--- config.mk ---
export PLATFORM = sky130hd
export DESIGN_NAME = efc_reg
export DESIGN_NICKNAME = d
export VERILOG_FILES = /design/src/logic/efc_pkg.sv /design/src/logic/efc_reg.sv
export SDC_FILE = /design/constraint.sdc
export NUM_CORES = 1
export LEC_CHECK = 0
export CAP_MARGIN = 40
export CORE_ASPECT_RATIO = 1.1
export CORE_MARGIN = 4
export CORE_UTILIZATION = 41
export CTS_BUF_LIST = sky130_fd_sc_hd__clkbuf_4
export CTS_CLUSTER_DIAMETER = 30
export DETAILED_ROUTE_END_ITERATION = 7
export DONT_BUFFER_PORTS = 1
export PLACE_DENSITY_LB_ADDON = 0.2
export SLEW_MARGIN = 25
export SYNTH_ARGS = -nofsm -noshare
export SYNTH_HDL_FRONTEND = slang
export SYNTH_SLANG_ARGS = --single-unit
--- constraint.sdc ---
create_clock -name clk -period 4.05 [get_ports clk]
set_input_delay 1.215 -clock clk [delete_from_list [all_inputs] [get_ports clk]]
set_output_delay 1.215 -clock clk [all_outputs]
set_load 0.01 [all_outputs]
--- src/logic/efc_pkg.sv ---
// Package for the extended feature control register block.
// Assumes one core clock and an active-low asynchronous reset.
package efc_pkg;
    localparam logic [31:0] EFC_ADDR = 32'hC000_0080;
    localparam int EFC_WIDTH = 64;
    localparam int BIT_FAST_FAST_CALL_INSTRUCTION = 0;
    localparam int BIT_WIDE_ENABLE = 8;
    localparam int BIT_WIDE_ACTIVE = 10;
    localparam int BIT_NO_EXEC = 11;
    localparam int BIT_VIRT_EXT = 12;
    localparam int BIT_SEG_LIMIT = 13;
    localparam int BIT_FAST_SAVE = 14;
    localparam int BIT_XLAT_CACHE = 15;
    localparam int BIT_COMMIT = 17;
    localparam int BIT_INT_WBINV = 18;
    localparam int BIT_UPPER_IGNORE = 20;
    // Writable bits: 0, 8, 10..15, 17, 18, 20
    localparam logic [63:0] EFC_RW_MASK = 64'h0000_0000_0016_FD01;
    // Bits that must be zero on write: 63:21, 19, 16, 9
    localparam logic [63:0] EFC_MBZ_MASK = 64'hFFFF_FFFF_FFE9_0200;
    localparam logic [63:0] EFC_RESET = 64'h0000_0000_0000_0000;
    localparam logic [1:0] PRIV_TOP = 2'h0;
endpackage : efc_pkg

--- src/logic/efc_reg.sv ---
// Extended feature control register, reached by register-space address.
// Assumes the core presents one access per cycle with its current
// privilege level and the paging enable state.
`timescale 1ns/1ps
`default_nettype none
module efc_reg (
    input wire logic clk,               // Core clock, 20 MHz
    input wire logic nrst,              // Async reset, active low
    input wire logic acc_rd,            // Read request, one cycle
    input wire logic acc_wr,            // Write request, one cycle
    input wire logic [31:0] acc_addr,   // Register-space address
    input wire logic [63:0] acc_wdata,  // Write data
    input wire logic [1:0] acc_priv,    // Current privilege level
    input wire logic paging_enabled,    // Paging on, same clock domain
    output logic [63:0] acc_rdata,      // Read data, registered
    output logic acc_ack,               // Access accepted, registered
    output logic acc_fault,             // General-protection fault
    output logic fast_fast_call_instruction_enable,   // Fast call/return allowed
    output logic wide_mode_enable,      // Wide mode armed
    output logic wide_mode_active,      // Wide mode running
    output logic no_exec_enable,        // No-execute protection
    output logic virt_machine_ext_enable, // VM extensions
    output logic segment_limit_check_enable, // Segment limit checks
    output logic fast_save_enable,      // Fast save/restore
    output logic xlat_cache_ext_enable, // Translation cache extension
    output logic commit_enable,         // Commit instruction
    output logic int_wbinv_enable,      // Interruptible writeback
    output logic upper_addr_ignore_enable // Upper address ignore
);
    typedef struct packed {
        logic [63:0] value;
        logic [63:0] rdata;
        logic ack;
        logic fault;
    } efc_state_t;

    efc_state_t st_q, st_d;
    logic hit, priv_ok, bad_active, bad_mbz;

    assign hit = (acc_addr == efc_pkg::EFC_ADDR);
    assign priv_ok = (acc_priv == efc_pkg::PRIV_TOP);
    assign bad_active = acc_wdata[efc_pkg::BIT_WIDE_ACTIVE] !=
        st_q.value[efc_pkg::BIT_WIDE_ACTIVE];
    // Nonzero must-be-zero bits are refused rather than silently dropped
    assign bad_mbz = |(acc_wdata & efc_pkg::EFC_MBZ_MASK);

    // Decoded access classes, shared by the checks below
    logic wr_take, rd_take, wr_refused;
    assign wr_take = hit && acc_wr && priv_ok && !bad_active && !bad_mbz;
    assign rd_take = hit && acc_rd && !acc_wr && priv_ok;
    assign wr_refused = hit && acc_wr && !wr_take;

    // Undefined positions never reach the register or the read bus
    function automatic logic [63:0] efc_defined(input logic [63:0] v);
        return v & efc_pkg::EFC_RW_MASK;
    endfunction

    always_comb begin
        st_d = st_q;
        st_d.ack = 1'b0;
        st_d.fault = 1'b0;
        if (hit && (acc_rd || acc_wr)) begin
            if (!priv_ok) begin
                st_d.fault = 1'b1;
            end else if (acc_wr) begin
                if (bad_active || bad_mbz) begin
                    st_d.fault = 1'b1;
                end else begin
                    st_d.value = efc_defined(acc_wdata);
                    st_d.ack = 1'b1;
                end
            end else begin
                st_d.rdata = efc_defined(st_q.value);
                st_d.ack = 1'b1;
            end
        end
        // Hardware owns the active bit; follows enable and paging
        st_d.value[efc_pkg::BIT_WIDE_ACTIVE] =
            st_d.value[efc_pkg::BIT_WIDE_ENABLE] && paging_enabled;
    end

    always_ff @(posedge clk or negedge nrst) begin
        if (!nrst) begin
            st_q <= '{value: efc_pkg::EFC_RESET, rdata: 64'h0,
                      ack: 1'b0, fault: 1'b0};
        end else begin
            st_q <= st_d;
        end
    end

    assign acc_rdata = st_q.rdata;
    assign acc_ack = st_q.ack;
    assign acc_fault = st_q.fault;
    assign fast_fast_call_instruction_enable =
        st_q.value[efc_pkg::BIT_FAST_FAST_CALL_INSTRUCTION];
    assign wide_mode_enable = st_q.value[efc_pkg::BIT_WIDE_ENABLE];
    assign wide_mode_active = st_q.value[efc_pkg::BIT_WIDE_ACTIVE];
    assign no_exec_enable = st_q.value[efc_pkg::BIT_NO_EXEC];
    assign virt_machine_ext_enable =
        st_q.value[efc_pkg::BIT_VIRT_EXT];
    assign segment_limit_check_enable =
        st_q.value[efc_pkg::BIT_SEG_LIMIT];
    assign fast_save_enable = st_q.value[efc_pkg::BIT_FAST_SAVE];
    assign xlat_cache_ext_enable = st_q.value[efc_pkg::BIT_XLAT_CACHE];
    assign commit_enable = st_q.value[efc_pkg::BIT_COMMIT];
    assign int_wbinv_enable = st_q.value[efc_pkg::BIT_INT_WBINV];
    assign upper_addr_ignore_enable =
        st_q.value[efc_pkg::BIT_UPPER_IGNORE];

    AST_PRIV_FAULT: assert property (@(posedge clk) disable iff (!nrst)
        hit && acc_wr && !priv_ok |=> acc_fault && !acc_ack
            && $stable(st_q.value[9:0]))
        else $error("unprivileged write not refused");
    AST_WRITE_TAKES: assert property (@(posedge clk) disable iff (!nrst)
        hit && acc_wr && priv_ok && !bad_active && !bad_mbz |=>
            acc_ack && virt_machine_ext_enable == $past(acc_wdata[12])
            && fast_fast_call_instruction_enable == $past(acc_wdata[0]))
        else $error("legal write not stored");
    AST_SEG_LIMIT: assert property (@(posedge clk) disable iff (!nrst)
        hit && acc_wr && priv_ok && !bad_active && !bad_mbz |=>
            segment_limit_check_enable == $past(acc_wdata[13]))
        else $error("segment limit bit not stored");
    AST_UPPER: assert property (@(posedge clk) disable iff (!nrst)
        hit && acc_wr && priv_ok && !bad_active && !bad_mbz |=>
            upper_addr_ignore_enable == $past(acc_wdata[20]))
        else $error("upper ignore bit not stored");
    AST_ACTIVE: assert property (@(posedge clk) disable iff (!nrst)
        ##1 wide_mode_active == ($past(paging_enabled) &&
            wide_mode_enable))
        else $error("active bit does not follow enable and paging");
    AST_ACTIVE_FAULT: assert property (@(posedge clk) disable iff (!nrst)
        hit && acc_wr && priv_ok && bad_active |=> acc_fault && !acc_ack)
        else $error("active mismatch not faulted");
    AST_RAZ: assert property (@(posedge clk) disable iff (!nrst)
        hit && acc_rd && !acc_wr && priv_ok |=> acc_ack
            && acc_rdata[7:1] == 7'h00 && acc_rdata[63:21] == 43'h0)
        else $error("reserved bits read nonzero");
    AST_MISS: assert property (@(posedge clk) disable iff (!nrst)
        !hit |=> !acc_ack && !acc_fault)
        else $error("other address answered");
    AST_FAST_CALL_INSTRUCTION: assert property (@(posedge clk) disable iff (!nrst)
        !(hit && acc_wr) |=> $stable(fast_fast_call_instruction_enable))
        else $error("fast call bit changed without write");

    // Each answer traces back to one taken request
    AST_ACK_EXCL: assert property (@(posedge clk) disable iff (!nrst)
        !(acc_ack && acc_fault))
        else $error("ack and fault together");
    AST_ACK_CAUSE: assert property (@(posedge clk) disable iff (!nrst)
        acc_ack |-> $past(hit && (acc_rd || acc_wr) && priv_ok))
        else $error("ack without a privileged access");
    AST_WR_ACK: assert property (@(posedge clk) disable iff (!nrst)
        wr_take |=> acc_ack && !acc_fault)
        else $error("legal write not acknowledged");
    AST_RD_PRIV: assert property (@(posedge clk) disable iff (!nrst)
        hit && acc_rd && !priv_ok |=> acc_fault && !acc_ack)
        else $error("unprivileged read not refused");
    AST_MBZ_FAULT: assert property (@(posedge clk) disable iff (!nrst)
        hit && acc_wr && priv_ok && bad_mbz |=> acc_fault && !acc_ack)
        else $error("reserved bit write not refused");

    // Bit 10 left out: paging may move it in any cycle
    AST_FAULT_KEEPS: assert property (@(posedge clk) disable iff (!nrst)
        wr_refused |=> $stable(st_q.value[9:0])
            && $stable(st_q.value[63:11]))
        else $error("refused write changed the register");
    AST_HOLD: assert property (@(posedge clk) disable iff (!nrst)
        !(hit && acc_wr) |=> $stable(st_q.value[9:0])
            && $stable(st_q.value[63:11]))
        else $error("register changed without write");
    AST_RSVD_ZERO: assert property (@(posedge clk) disable iff (!nrst)
        (st_q.value & efc_pkg::EFC_MBZ_MASK) == 64'h0
            && st_q.value[7:1] == 7'h00)
        else $error("reserved bit held nonzero");

    AST_READ_DATA: assert property (@(posedge clk) disable iff (!nrst)
        rd_take |=> acc_rdata[0] == $past(fast_fast_call_instruction_enable)
            && acc_rdata[10] == $past(wide_mode_active)
            && acc_rdata[12] == $past(virt_machine_ext_enable)
            && acc_rdata[13] == $past(segment_limit_check_enable)
            && acc_rdata[20] == $past(upper_addr_ignore_enable)
            && acc_rdata[8] == $past(wide_mode_enable))
        else $error("read data differs from features");
    AST_RDATA_HOLD: assert property (@(posedge clk) disable iff (!nrst)
        !rd_take |=> $stable(acc_rdata))
        else $error("read data moved without a read");
    // Write wins when both strobes arrive together
    AST_DUAL: assert property (@(posedge clk) disable iff (!nrst)
        hit && acc_rd && acc_wr |=> $stable(acc_rdata))
        else $error("read served alongside a write");

    AST_OTHERS: assert property (@(posedge clk) disable iff (!nrst)
        wr_take |=> wide_mode_enable == $past(acc_wdata[8])
            && no_exec_enable == $past(acc_wdata[11])
            && fast_save_enable == $past(acc_wdata[14])
            && xlat_cache_ext_enable == $past(acc_wdata[15])
            && commit_enable == $past(acc_wdata[17])
            && int_wbinv_enable == $past(acc_wdata[18]))
        else $error("feature bit not stored");
    AST_FAST_CALL_INSTRUCTION_OFF: assert property (@(posedge clk) disable iff (!nrst)
        wr_take && !acc_wdata[0] |=> !fast_fast_call_instruction_enable)
        else $error("fast call stayed on after clear");
    AST_ACTIVE_EN: assert property (@(posedge clk) disable iff (!nrst)
        wide_mode_active |-> wide_mode_enable)
        else $error("active without enable");
    AST_ACTIVE_OFF: assert property (@(posedge clk) disable iff (!nrst)
        !paging_enabled |=> !wide_mode_active)
        else $error("active without paging");
    AST_FEATURE_HOLD: assert property (@(posedge clk) disable iff (!nrst)
        !(hit && acc_wr) |=> $stable(virt_machine_ext_enable)
            && $stable(segment_limit_check_enable)
            && $stable(upper_addr_ignore_enable))
        else $error("feature changed without write");
endmodule // efc_reg
`default_nettype wire

==> reports/metrics.yaml <==
synthesis:
  postSynthAreaPerCell_um2: 11.2
  ys_seq_elements: 24
  synth_area_um2: 1600
  synth-seq-area-share_pct: 37.6
  synth_cells: 143
  ys_warn_count: 0
  ys_types: 26
sta:
  rsz0062_at_grt: "no"
  fin_setup_tns_ns: 0
  final-max-slew-violation-count: 0
  setup_viol: 0
  fmax_mhz: 346
  fin_skew_ns: 0.00135
  fin_crit_sh_pct: 71.4
  min_period_ns: 2.89
  worstMarginPinSlew_ns: 0.535
  hold_viol: 0
  worst_slack_ns: 1.16
  relSlewSlack_pct: 64.4
power:
  power_density_nw_per_um2: 252
  p_int_uw: 279
  ir_drop_mv: 0.0864
  cellLeakagePower_nw: 0.747
  total_power_uw: 368
  p_comb_share_pct: 8.7
  pwr-share-seq_pct: 65.1
  switching_power_uw: 88.9
  pwr-share-clk_pct: 26.2
  sw_frac_of_total_pct: 24.1
layout:
  area_growth_pct: -8.61
  finalInstanceArea_um2: 1460
  nFillCells: 370
  layout.nets: 248
  post-route-util_pct: 39.3
  drive_gt1_share_pct: 12.6
floorplan:
  die_x_um: 67.5
  dieHeight_um: 73.5
  ioPinCount: 180
  core-area_um2: 3710
  die_area_um2: 4960
  num_rows: 23
  initial_core_util_pct: 43.0
route:
  final_antenna_net_count: 0
  finalWirelength_mm: 3.78
  drc: 0
  vias: 929
  firstDrtPassIters: 3
  vias_per_cell: 4.79
  drt_iter0_drc: 29
  wl_per_cell_um: 19.5
place:
  place_congestion: 0.766
  portBuffers: 0
  placement.cell_area_um2: 1440
  pre_cts_ws_ns: 0.790
  place_hpwl_mm: 3.36
worst_setup_path:
  path_class: "in -> reg"
  r2r_slack_ns: 2.05
  worstSetupEndpointType: "flip-flop"
  crit_start: "acc_addr[0]"
  critPathLaunchType: "input pin"
  r2r_start: "wide_mode_active"
  worstPathRequired_ns: 4.24
  reg2reg_to: "fast_fast_call_instruction_enable"
  crit_arrival_ns: 3.08
  rr_worst_depth: 5
  critPathMaxFanout: 11
grt:
  grt_pass1_wl_mm: 5.01
  grt_overflow_total: 0
  antenna_found_initial: 1
  grt_max_degree: 25
  grt_usage_pct: 13.2
  grt_pass1_vias: 960
clock_network:
  numCtsBuffers: 3
  clk_pin_slew_ns: 0.12
  hold_buffers: 0
  post_cts.repair.setup_buffers: 0
  cts-root-buf: "clkbuf_4"
  clock_sinks: 24
  clock_latency_ns: 0.29
  cts_tree: "yes"
  h-tree-depth: 1
  cts.path.max_buffers: 2
  post_cts_resized: 0
run_status:
  status: "completed"
min_path:
  hold_path_end: "acc_rdata[8]"
  hp-class: "reg -> reg"
  holdCritStartpoint: "acc_rdata[8]"
  whs_path_depth: 1
run:
  maxCapViolations: 0
cells in the final DEF (no fill, tap or decap):
| master | n |
|---|---|
| clkbuf_4 | 3 |
| or4_4 | 1 |
| nand2_1 | 4 |
| nor2_1 | 2 |
| and2b_1 | 1 |
| nand3_1 | 1 |
| nand4_1 | 3 |
| nor4_1 | 14 |
| o21ai_1 | 1 |
| nand3_2 | 1 |
| nor4b_4 | 1 |
| conb_1 | 53 |
| nor4_2 | 1 |
| diode_2 | 1 |
| xnor2_1 | 1 |
| mux2_4 | 9 |
| a211oi_1 | 1 |
| nor4b_1 | 4 |
| or2_2 | 1 |
| mux2i_1 | 1 |
| dfrtp_1 | 24 |
| or4_1 | 1 |
| nor3_1 | 1 |
| nor3b_2 | 1 |
| nand2b_1 | 1 |
| mux2_1 | 12 |
cell type report:
type                            count  area, um^2  share of cell area (%)
Multi-Input combinational cell    116         772                    52.9
Clock buffer                        3        22.5                    1.54
Antenna cell                        1        2.50                   0.171
Tap cell                           50        62.6                    4.28
Sequential cell                    24         601                    41.1
power by group through the flow:
stage,clock network (mW),registers (mW),logic (mW)
6_report,0.0966,0.240,0.0321
5_1_grt,0.109,0.240,0.0353
4_1_cts,0.102,0.240,0.0297
3_5_place_dp,0,0.244,0.0297
3_3_place_gp,0,0.244,0.0294
2_1_floorplan,0,0.244,0.0668
state kept, by name, summed over array words and instances, names as in the netlist:
register / cells
acc_ack: 1
acc_fault: 1
acc_rdata: 11
commit_enable: 1
fast_fast_call_instruction_enable: 1
fast_save_enable: 1
int_wbinv_enable: 1
no_exec_enable: 1
segment_limit_check_enable: 1
upper_addr_ignore_enable: 1
virt_machine_ext_enable: 1
wide_mode_active: 1
wide_mode_enable: 1
xlat_cache_ext_enable: 1
cells by family (layout without fill, tap and decap cells):
logic type | after synthesis | in the layout | share of synthesized area (%)
AOI/OAI and AO/OA | 2 | 2 | 0.783
xor gates and xnor gates | 1 | 1 | 0.548
buffers and inverters | 55 | 3 | 26.3
DFF | 24 | 24 | 37.6
muxes | 22 | 22 | 17.5
other | 1 | 54 | 0.235
and+or+nand+nor | 38 | 38 | 17.0
how the worst max path moves through the flow:
stage / endpoint / slack [ns] / cells after the start
after floorplan: acc_rdata[10] / 1.14 / 6
after global placement: acc_rdata[20] / 0.84 / 5
after detailed placement: acc_rdata[18] / 0.79 / 5
after CTS: acc_rdata[18] / 1.12 / 5
after global routing: acc_rdata[11] / 1.03 / 5
final: acc_rdata[18] / 1.16 / 5
routing by layer:
metal	share of wire, %	vias to the layer above	global-route usage (%)
met4	0.34	0	3.38
met3	16	2	4.74
li1	-	402	-
met2	53	83	23.1
met1	31	442	15.0
met5	0	-	0
cell usage after synthesis:
cell	n	area (um^2)
buf_4	53	398
dfrtp_1	24	601
nor4_1	14	87.6
mux2_1	12	135
mux2_4	9	135
nand2_1	4	15.0
nor4b_1	4	35.0
nand4_1	3	18.8
buf_6	2	22.5
nor2_1	2	7.51
a211oi_1	1	7.51
and2b_1	1	7.51
conb_1	1	3.75
mux2i_1	1	10.0
nand2b_1	1	6.26
nand3_1	1	5.00
nand3_2	1	10.0
nor3_1	1	5.00
nor3b_2	1	12.5
nor4_2	1	12.5
nor4b_4	1	23.8
o21ai_1	1	5.00
or2_2	1	6.26
or4_1	1	7.51
or4_4	1	11.3
xnor2_1	1	8.76
worst max-delay path, cell delays in order:
cell     delay, ns
or4_1         0.55
nor3b_2       0.18
nor4b_4       0.24
and2b_1       0.51
mux2_1        0.38
through the flow:
step	hold WS, ns	instances
after floorplan	0.529	195
after global placement	0.546	190
after detailed placement	0.554	190
after CTS	0.581	193
after global routing	0.563	194
final	0.577	194
No activity file was read; power rests on OpenSTA's default activity.
